===== config.mk =====
export PLATFORM = sky130hd
export DESIGN_NAME = serial_mode_control
export DESIGN_NICKNAME = d
export VERILOG_FILES = /design/src/rtl/serial_mode_pkg.sv /design/src/rtl/serial_shifter.sv /design/src/rtl/serial_mode_control.sv
export VERILOG_INCLUDE_DIRS = /design/src /design/src/rtl
export SDC_FILE = /design/constraint.sdc
export NUM_CORES = 1
export LEC_CHECK = 0
export ABC_CLOCK_PERIOD_IN_PS = 2300
export BUFFER_PORTS_ARGS = -buffer_cell sky130_fd_sc_hd__buf_4
export CAP_MARGIN = 20
export CORE_ASPECT_RATIO = 1.5
export CORE_MARGIN = 1
export CORE_UTILIZATION = 55
export DETAILED_ROUTE_END_ITERATION = 16
export PLACE_DENSITY = 0.76
export SLEW_MARGIN = 40
export SYNTH_ARGS = -nofsm -noshare
export SYNTH_HDL_FRONTEND = slang
export SYNTH_SLANG_ARGS = --single-unit

===== constraint.sdc =====
create_clock -name clock -period 2.3 [get_ports clock]
set_input_delay 0.23 -clock clock [delete_from_list [all_inputs] [get_ports clock]]
set_output_delay 0.23 -clock clock [all_outputs]
set_load 0.02 [all_outputs]

===== src/rtl/serial_mode_map.svh =====
// constants for the serial mode control block
// Operation
// - serial port accepts and latches commands in every mode, shutdown included
// - 8-bit command register; bits 2..0 pick the mode, 7..3 ignored
// - code 000 shutdown: reference, ADCs, DACs off, ADC bus high impedance
// - code 001 idle: reference and clocks on, converters off, ADC bus released
// - code 010 receive: reference and ADCs on, bus driven, DACs off
// - code 011 transmit: reference and DACs on, ADCs off, bus released
// - code 100 transceive: reference, ADCs and DACs all on, bus driven
// - code 101 standby: only ADC reference on, converters off, bus released
// - ADC bus re-enabled shows the last converted word first
// - DAC data registers are cleared on leaving shutdown
// - from shutdown: 40 us to transceive or transmit, 10 us to receive
// - from idle: 10 us, or 40 us when converter clock was static
// - select low opens a write; data shifts only while select is low
// - bits arrive MSB first, one per rising serial-clock edge
// - when select rises after eight or more bits, a code 000 to 101 in the shift register is copied into the mode latch
// - serial clock idle level may be either; device does not depend on it
// - wake and recovery intervals start when select rises latching the command
// - switching among receive, transmit, transceive needs 10 us recovery
// - shutdown or standby into transceive needs 40 us recovery
`ifndef SERIAL_MODE_MAP_SVH
`define SERIAL_MODE_MAP_SVH
`define MODE_CMD_WIDTH 8
`define MODE_FIELD_LSB 0
`define MODE_FIELD_MSB 2
`define MODE_RESET_CODE 3'h0
`define CLOCK_MHZ 20
`define WAKE_SHORT_US 10
`define WAKE_LONG_US 40
`define WAKE_SHORT_CYCLES (`WAKE_SHORT_US * `CLOCK_MHZ)
`define WAKE_LONG_CYCLES (`WAKE_LONG_US * `CLOCK_MHZ)
`define CMD_GAP_NS 80
`endif


===== src/rtl/serial_mode_pkg.sv =====
// types for the serial mode control block
package serial_mode_pkg;
   typedef enum logic [2:0] {
      mode_shutdown = 3'h0,
      mode_idle = 3'h1,
      mode_receive = 3'h2,
      mode_transmit = 3'h3,
      mode_transceive = 3'h4,
      mode_standby = 3'h5
   } op_mode_t;
   typedef struct packed {
      logic ref_en;
      logic clk_dist_en;
      logic adc_en;
      logic dac_en;
      logic adc_bus_drive;
   } power_ctl_t;
   typedef struct packed {
      logic sclk;
      logic cs_n;
      logic din;
   } serial_pins_t;
endpackage : serial_mode_pkg


===== src/rtl/serial_shifter.sv =====
// serial command shifter sampled on the system clock
`timescale 1ns/1ps
module serial_shifter #(
   parameter int WIDTH = 8
) (
   input wire logic clock,
   input wire logic rst_sync_n,
   input wire serial_mode_pkg::serial_pins_t pins,
   output logic [WIDTH-1:0] cmd,
   output logic cmd_valid
);
   import serial_mode_pkg::*;
   // the six-bit edge counter and the shift slice cannot serve other widths
   if (WIDTH < 2 || WIDTH > 32) begin : g_width_bad
      $error("serial_shifter width unsupported");
   end
   // ==========================================================
   // pin synchronisers
   serial_pins_t meta;
   serial_pins_t pin_s;
   logic sclk_prev;
   logic cs_prev;
   always_ff @(posedge clock or negedge rst_sync_n) begin
      if (!rst_sync_n) begin
         meta <= '{sclk: 1'b0, cs_n: 1'b1, din: 1'b0};
         pin_s <= '{sclk: 1'b0, cs_n: 1'b1, din: 1'b0};
      end else begin
         meta <= pins;
         pin_s <= meta;
      end
   end
   // previous sclk resets low and edges count only while select is low, so idle polarity never matters
   always_ff @(posedge clock or negedge rst_sync_n) begin
      if (!rst_sync_n) begin
         sclk_prev <= 1'b0;
         cs_prev <= 1'b1;
      end else begin
         sclk_prev <= pin_s.sclk;
         cs_prev <= pin_s.cs_n;
      end
   end
   wire sclk_rise = pin_s.sclk && !sclk_prev && !pin_s.cs_n;
   wire cs_fall = !pin_s.cs_n && cs_prev;
   wire cs_rise = pin_s.cs_n && !cs_prev;
   // ==========================================================
   // shift and count
   logic [WIDTH-1:0] shreg;
   logic [5:0] count;
   always_ff @(posedge clock or negedge rst_sync_n) begin
      if (!rst_sync_n) begin
         shreg <= '0;
         count <= '0;
      end else if (cs_fall) begin
         count <= '0;
      end else if (sclk_rise) begin
         shreg <= {shreg[WIDTH-2:0], pin_s.din};
         if (count < 6'(WIDTH)) begin
            count <= count + 6'h01;
         end
      end
   end
   // command is copied out on every select rise; cmd_valid pulses only if a full word arrived
   always_ff @(posedge clock or negedge rst_sync_n) begin
      if (!rst_sync_n) begin
         cmd <= '0;
         cmd_valid <= 1'b0;
      end else begin
         cmd_valid <= cs_rise && (count >= 6'(WIDTH));
         if (cs_rise) begin
            cmd <= shreg;
         end
      end
   end
endmodule : serial_shifter


===== src/rtl/serial_mode_control.sv =====
// serial mode control: command port, mode decode, wake timing
`timescale 1ns/1ps
`include "serial_mode_map.svh"
module serial_mode_control #(
   parameter int WAKE_SHORT = `WAKE_SHORT_CYCLES,
   parameter int WAKE_LONG = `WAKE_LONG_CYCLES,
   parameter int DAC_WIDTH = 10,
   parameter int ADC_WIDTH = 8
) (
   input wire logic clock,
   input wire logic rst_n,
   input wire serial_mode_pkg::serial_pins_t serial_pins,
   input wire logic conv_clk_static,
   input wire logic [ADC_WIDTH-1:0] adc_word,
   input wire logic adc_word_valid,
   input wire logic [DAC_WIDTH-1:0] dac_word,
   input wire logic dac_word_valid,
   output serial_mode_pkg::op_mode_t mode,
   output serial_mode_pkg::power_ctl_t power,
   output logic [ADC_WIDTH-1:0] adc_output_bus,
   output logic adc_output_bus_oe_n,
   output logic [DAC_WIDTH-1:0] dac_data,
   output logic ready
);
   import serial_mode_pkg::*;
   // the wake counter is sixteen bits wide
   if (WAKE_SHORT < 1 || WAKE_LONG < WAKE_SHORT || WAKE_LONG > 65535) begin : g_wake_bad
      $error("wake counts unsupported");
   end
   // ==========================================================
   // reset release
   logic rst_meta_n;
   logic rst_sync_n;
   always_ff @(posedge clock or negedge rst_n) begin
      if (!rst_n) begin
         rst_meta_n <= 1'b0;
         rst_sync_n <= 1'b0;
      end else begin
         rst_meta_n <= 1'b1;
         rst_sync_n <= rst_meta_n;
      end
   end
   // ==========================================================
   // command capture, alive in every mode
   logic [`MODE_CMD_WIDTH-1:0] cmd;
   logic cmd_valid;
   serial_shifter #(.WIDTH(`MODE_CMD_WIDTH)) u_shifter (
      .clock(clock),
      .rst_sync_n(rst_sync_n),
      .pins(serial_pins),
      .cmd(cmd),
      .cmd_valid(cmd_valid)
   );
   // static-clock hint is a pin from outside, so synchronise it
   logic static_meta;
   logic static_s;
   always_ff @(posedge clock or negedge rst_sync_n) begin
      if (!rst_sync_n) begin
         static_meta <= 1'b0;
         static_s <= 1'b0;
      end else begin
         static_meta <= conv_clk_static;
         static_s <= static_meta;
      end
   end
   // ==========================================================
   // mode decode
   function automatic logic code_ok(input logic [2:0] c);
      code_ok = (c <= 3'h5);
   endfunction : code_ok
   function automatic power_ctl_t decode(input op_mode_t m);
      power_ctl_t p;
      p = '0;
      case (m)
         mode_shutdown: p = '0;
         mode_idle: begin
            p.ref_en = 1'b1;
            p.clk_dist_en = 1'b1;
         end
         mode_receive: begin
            p.ref_en = 1'b1;
            p.clk_dist_en = 1'b1;
            p.adc_en = 1'b1;
            p.adc_bus_drive = 1'b1;
         end
         mode_transmit: begin
            p.ref_en = 1'b1;
            p.clk_dist_en = 1'b1;
            p.dac_en = 1'b1;
         end
         mode_transceive: begin
            p.ref_en = 1'b1;
            p.clk_dist_en = 1'b1;
            p.adc_en = 1'b1;
            p.dac_en = 1'b1;
            p.adc_bus_drive = 1'b1;
         end
         mode_standby: p.ref_en = 1'b1;
         default: p = '0;
      endcase
      return p;
   endfunction : decode
   function automatic logic is_active(input op_mode_t m);
      is_active = (m == mode_receive) || (m == mode_transmit) || (m == mode_transceive);
   endfunction : is_active
   // upper five bits are don't-care; undefined codes 110/111 leave the mode alone
   wire [2:0] new_code = cmd[`MODE_FIELD_MSB:`MODE_FIELD_LSB];
   wire take = cmd_valid && code_ok(new_code);
   op_mode_t new_mode;
   assign new_mode = op_mode_t'(new_code);
   always_ff @(posedge clock or negedge rst_sync_n) begin
      if (!rst_sync_n) begin
         mode <= op_mode_t'(`MODE_RESET_CODE);
      end else if (take) begin
         mode <= new_mode;
      end
   end
   always_ff @(posedge clock or negedge rst_sync_n) begin
      if (!rst_sync_n) begin
         power <= '0;
      end else if (take) begin
         power <= decode(new_mode);
      end
   end
   // ==========================================================
   // wake and recovery timer
   function automatic logic [15:0] wake_len(input op_mode_t from, input op_mode_t to, input logic stat);
      wake_len = 16'h0000;
      if (is_active(to) && from != to) begin
         case (from)
            mode_shutdown: wake_len = (to == mode_receive) ? 16'(WAKE_SHORT) : 16'(WAKE_LONG);
            mode_idle: wake_len = stat ? 16'(WAKE_LONG) : 16'(WAKE_SHORT);
            mode_standby: wake_len = (to == mode_transceive) ? 16'(WAKE_LONG) : 16'(WAKE_SHORT);
            mode_receive, mode_transmit, mode_transceive: wake_len = 16'(WAKE_SHORT);
            default: wake_len = 16'(WAKE_LONG);
         endcase
      end
   endfunction : wake_len
   logic [15:0] wake_count;
   always_ff @(posedge clock or negedge rst_sync_n) begin
      if (!rst_sync_n) begin
         wake_count <= 16'h0000;
      end else if (take) begin
         wake_count <= wake_len(mode, new_mode, static_s);
      end else if (wake_count != 16'h0000) begin
         wake_count <= wake_count - 16'h0001;
      end
   end
   always_ff @(posedge clock or negedge rst_sync_n) begin
      if (!rst_sync_n) begin
         ready <= 1'b0;
      end else begin
         ready <= is_active(mode) && wake_count == 16'h0000 && !take;
      end
   end
   // ==========================================================
   // ADC output bus: hold last converted word through tri-state
   always_ff @(posedge clock or negedge rst_sync_n) begin
      if (!rst_sync_n) begin
         adc_output_bus <= '0;
      end else if (adc_word_valid && power.adc_en) begin
         adc_output_bus <= adc_word;
      end
   end
   // enable low while driving
   assign adc_output_bus_oe_n = !power.adc_bus_drive;
   // ==========================================================
   // DAC data register, wiped when shutdown ends
   // host must keep dac_word at solid levels when DACs are off
   always_ff @(posedge clock or negedge rst_sync_n) begin
      if (!rst_sync_n) begin
         dac_data <= '0;
      end else if (take && mode == mode_shutdown && new_mode != mode_shutdown) begin
         dac_data <= '0;
      end else if (dac_word_valid && power.dac_en) begin
         dac_data <= dac_word;
      end
   end
endmodule : serial_mode_control


==> results.sh <==
export IMPL_status="completed"
export IMPL_hold_viol=0
export IMPL_finalSetupViolations=0
export IMPL_die_w_um=61.24
export IMPL_groute_layer_met2_usage_pct=39.13
export IMPL_drv_cap=0
export IMPL_ys_warn_count=0
export IMPL_final_util_pct=72.07
export IMPL_gp_congestion=0.7890
export IMPL_synthArstFlopShare_pct=100.0
export IMPL_synth_edf_count=0
export IMPL_tns_ns=0
export IMPL_path_cells="or4_4, or3_1, nor4_2, mux2i_1, nor2_1"
export IMPL_crit_path_end="wake_count[14]$_DFFE_PN0P_"
export IMPL_rsz0062_at_grt="no"
export IMPL_die_area_mm2=0.005564
export IMPL_fin_cells=412
export IMPL_use_met1_pct=27.33
export IMPL_worst_setup_path_start_kind="register"
export IMPL_cp_arrival_ns=2.29
export IMPL_fin_nets=368
export IMPL_num_rows=32
export IMPL_vias=2198
export IMPL_period_needed_ns=2.072
export IMPL_track_usage_pct=23.81
export IMPL_maxSlewViolCount=0
export IMPL_dp_hpwl_um=3984
export IMPL_initial_core_util_pct=56.94
export IMPL_synth_xor_area_share_pct=3.328
export IMPL_reg2regPathDepth=5
export IMPL_yosys_area_share_simple_pct=18.71
export IMPL_io_buffer_count=53
export IMPL_clkTransAtPathRegs_ns=0.07
export IMPL_drt_first_pass_iters=4
export IMPL_pin_count=54
export IMPL_dp_cells=391
export IMPL_syn_inst=274
export IMPL_synth_fa_ha_area_share_pct=1.296
export IMPL_fmax_mhz=482.7
export IMPL_ys_seq_area_share_pct=58.04
export IMPL_grt_overflow=0
export IMPL_cp_top_family="simple AND/OR/NAND/NOR gates"
export IMPL_cts_setup_buffers=0
export IMPL_synth_cell_area_mm2=0.002895
export IMPL_reg2reg_from="wake_count[6]$_DFFE_PN0P_"
export IMPL_clkSinkCount=67
export IMPL_avgViaCountPerCell=5.335
export IMPL_p_leak_nw=1.774
export IMPL_synth_compound_area_share_pct=8.773
export IMPL_cp_depth=5
export IMPL_cp_required_ns=2.52
export IMPL_cts_root_buf="clkbuf_8"
export IMPL_critical_path_buf_inv_count=0
export IMPL_crit_type="register to register"
export IMPL_htreeDepth=3
export IMPL_final_cell_mix="dfrtp_1, buf_4, nand2_1"
export IMPL_cts_buffers=9
export IMPL_clock_path_buffers=2
export IMPL_hp_class="primary input to register"
export IMPL_drc=0
export IMPL_ir_drop_uv=547.7
export IMPL_rrSetupSlack_ns=0.23
export IMPL_ys_flop_type="dfrtp_1"
export IMPL_grt_pass1_wl_um=9556
export IMPL_core_mm2=0.005085
export IMPL_cp_startpoint="wake_count[6]$_DFFE_PN0P_"
export IMPL_cts_tree="done"
export IMPL_slowest_stage="or4_4"
export IMPL_grt_busiest_layer="met2"
export IMPL_synth_cell_types=43
export IMPL_drive_gt1_share_pct=29.36
export IMPL_finalClockSkew_ns=0.005914
export IMPL_initialDrtViolationCount=86
export IMPL_synth_fp_nets=303
export IMPL_grt_pass1_vias=2164
export IMPL_cpPeakStageDelay_ns=0.54
export IMPL_die_y_um=90.86
export IMPL_ys_ff_latch=67
export IMPL_path_max_fanout=4
export IMPL_p_per_area_mw_per_mm2=880.6
export IMPL_syn_to_final_growth_pct=26.58
export IMPL_fin_total_pwr_mw=3.227
export IMPL_grt_max_degree=45
export IMPL_diodes=0
export IMPL_wirelength_um=5716
export IMPL_insertion_delay_ns=0.34
export IMPL_period_share_pct=90.08
export IMPL_routedWlPerCell_um=13.87
export IMPL_synthMuxAreaShare_pct=7.217
export IMPL_syn_area_per_cell_um2=10.57
export IMPL_endpoint_kind="register"
export IMPL_final_common_cell="dfrtp_1"
export IMPL_postRouteAntennaNets=0
export IMPL_r2r_end="wake_count[14]$_DFFE_PN0P_"
export IMPL_grtUsageMet3_pct=7.450
export IMPL_grt_antenna_before_repair=0
export IMPL_whs_ns=0.1202
export IMPL_synth_top_family_by_area="simple AND/OR/NAND/NOR gates"
area by class of cell:
class	count	area, um2
Clock buffer	15	176.4
Clock inverter	1	30.03
Fill cell	391	1420
Inverter	8	30.03
Multi-Input combinational cell	189	1156
Sequential cell	67	1682
Tap cell	68	85.08
Timing Repair Buffer	64	505.5
flip-flops by register name, indices dropped and copies added, names as in the netlist:
name / flops
u_shifter.sclk_prev: 1
rst_sync_n: 1
adc_output_bus: 8
u_shifter.meta: 3
u_shifter.pin_s: 3
u_shifter.cs_prev: 1
static_meta: 1
u_shifter.cmd_valid: 1
power: 4
mode: 3
dac_data: 10
u_shifter.cmd: 3
static_s: 1
wake_count: 16
ready: 1
rst_meta_n: 1
u_shifter.shreg: 3
u_shifter.count: 6
layer usage:
metal	vias up	routed length, um
li1	1071	-
met1	1080	2262
met2	37	3130
met3	10	216
met4	0	106
met5	-	0
Yosys cell counts (2+ instances only):
| cell | count | area [um2] |
|---|---|---|
| a211oi_1 | 3 | 22.52 |
| a21oi_1 | 22 | 110.1 |
| a22oi_1 | 5 | 37.54 |
| and2_1 | 3 | 18.77 |
| clkbuf_1 | 7 | 26.28 |
| dfrtp_1 | 64 | 1602 |
| dfstp_2 | 3 | 78.83 |
| ha_1 | 3 | 37.54 |
| inv_1 | 8 | 30.03 |
| mux2_2 | 15 | 168.9 |
| mux2i_1 | 4 | 40.04 |
| nand2_1 | 40 | 150.1 |
| nand2b_1 | 5 | 31.28 |
| nand3_1 | 2 | 10.01 |
| nor2_1 | 34 | 127.6 |
| nor3_1 | 8 | 40.04 |
| nor4_1 | 4 | 25.02 |
| o21ai_0 | 6 | 30.03 |
| or3_1 | 3 | 18.77 |
| or4_1 | 2 | 15.01 |
| or4_4 | 2 | 22.52 |
| xnor2_1 | 3 | 26.28 |
| xor2_1 | 8 | 70.07 |
report_power, final:
part,switching [mW],internal (mW),leakage [nW]
clock,0.403,0.591,0.104
combinational,0.287,0.326,0.801
sequential,0.252,1.37,0.869
total,0.943,2.28,1.77
timing repair:
item,CTS,global route
hold buffers,5,0
endpoints found under the hold margin,6,0
setup endpoints to repair,0,7
resized for setup,0,3
logic make-up after synthesis:
family / after synthesis
buffers and inverters: 18
multiplexers: 19
AO/OA/AOI/OAI: 42
flip-flops: 67
XOR/XNOR: 11
other: 1
AND/OR/NAND/NOR: 113
adder cells (fa/ha/maj): 3
through the flow:
stage | worst slack, ns | cell area, um2
detailed placement | 0.1549 | 3395
finish | 0.2281 | 3665
global route | 0.08276 | 3665
CTS | 0.1359 | 3651
global placement | 0.1974 | 3395
floorplan | 0.2894 | 2895
how the worst min path moves through the flow:
stage | endpoint | start | depth (start not counted) | slack (ns)
global route | adc_output_bus[3]$_DFFE_PN0P_ | adc_word[3] | 2 | 0.11
detailed placement | rst_meta_n$_DFF_PN0_ | rst_n | 1 | 0.01
CTS | adc_output_bus[1]$_DFFE_PN0P_ | adc_word[1] | 2 | 0.11
finish | adc_output_bus[1]$_DFFE_PN0P_ | adc_word[1] | 2 | 0.12
floorplan | rst_meta_n$_DFF_PN0_ | rst_n | 0 | -0.07
global placement | rst_meta_n$_DFF_PN0_ | rst_n | 1 | 0.01
No activity file was read; power rests on OpenSTA's default activity.
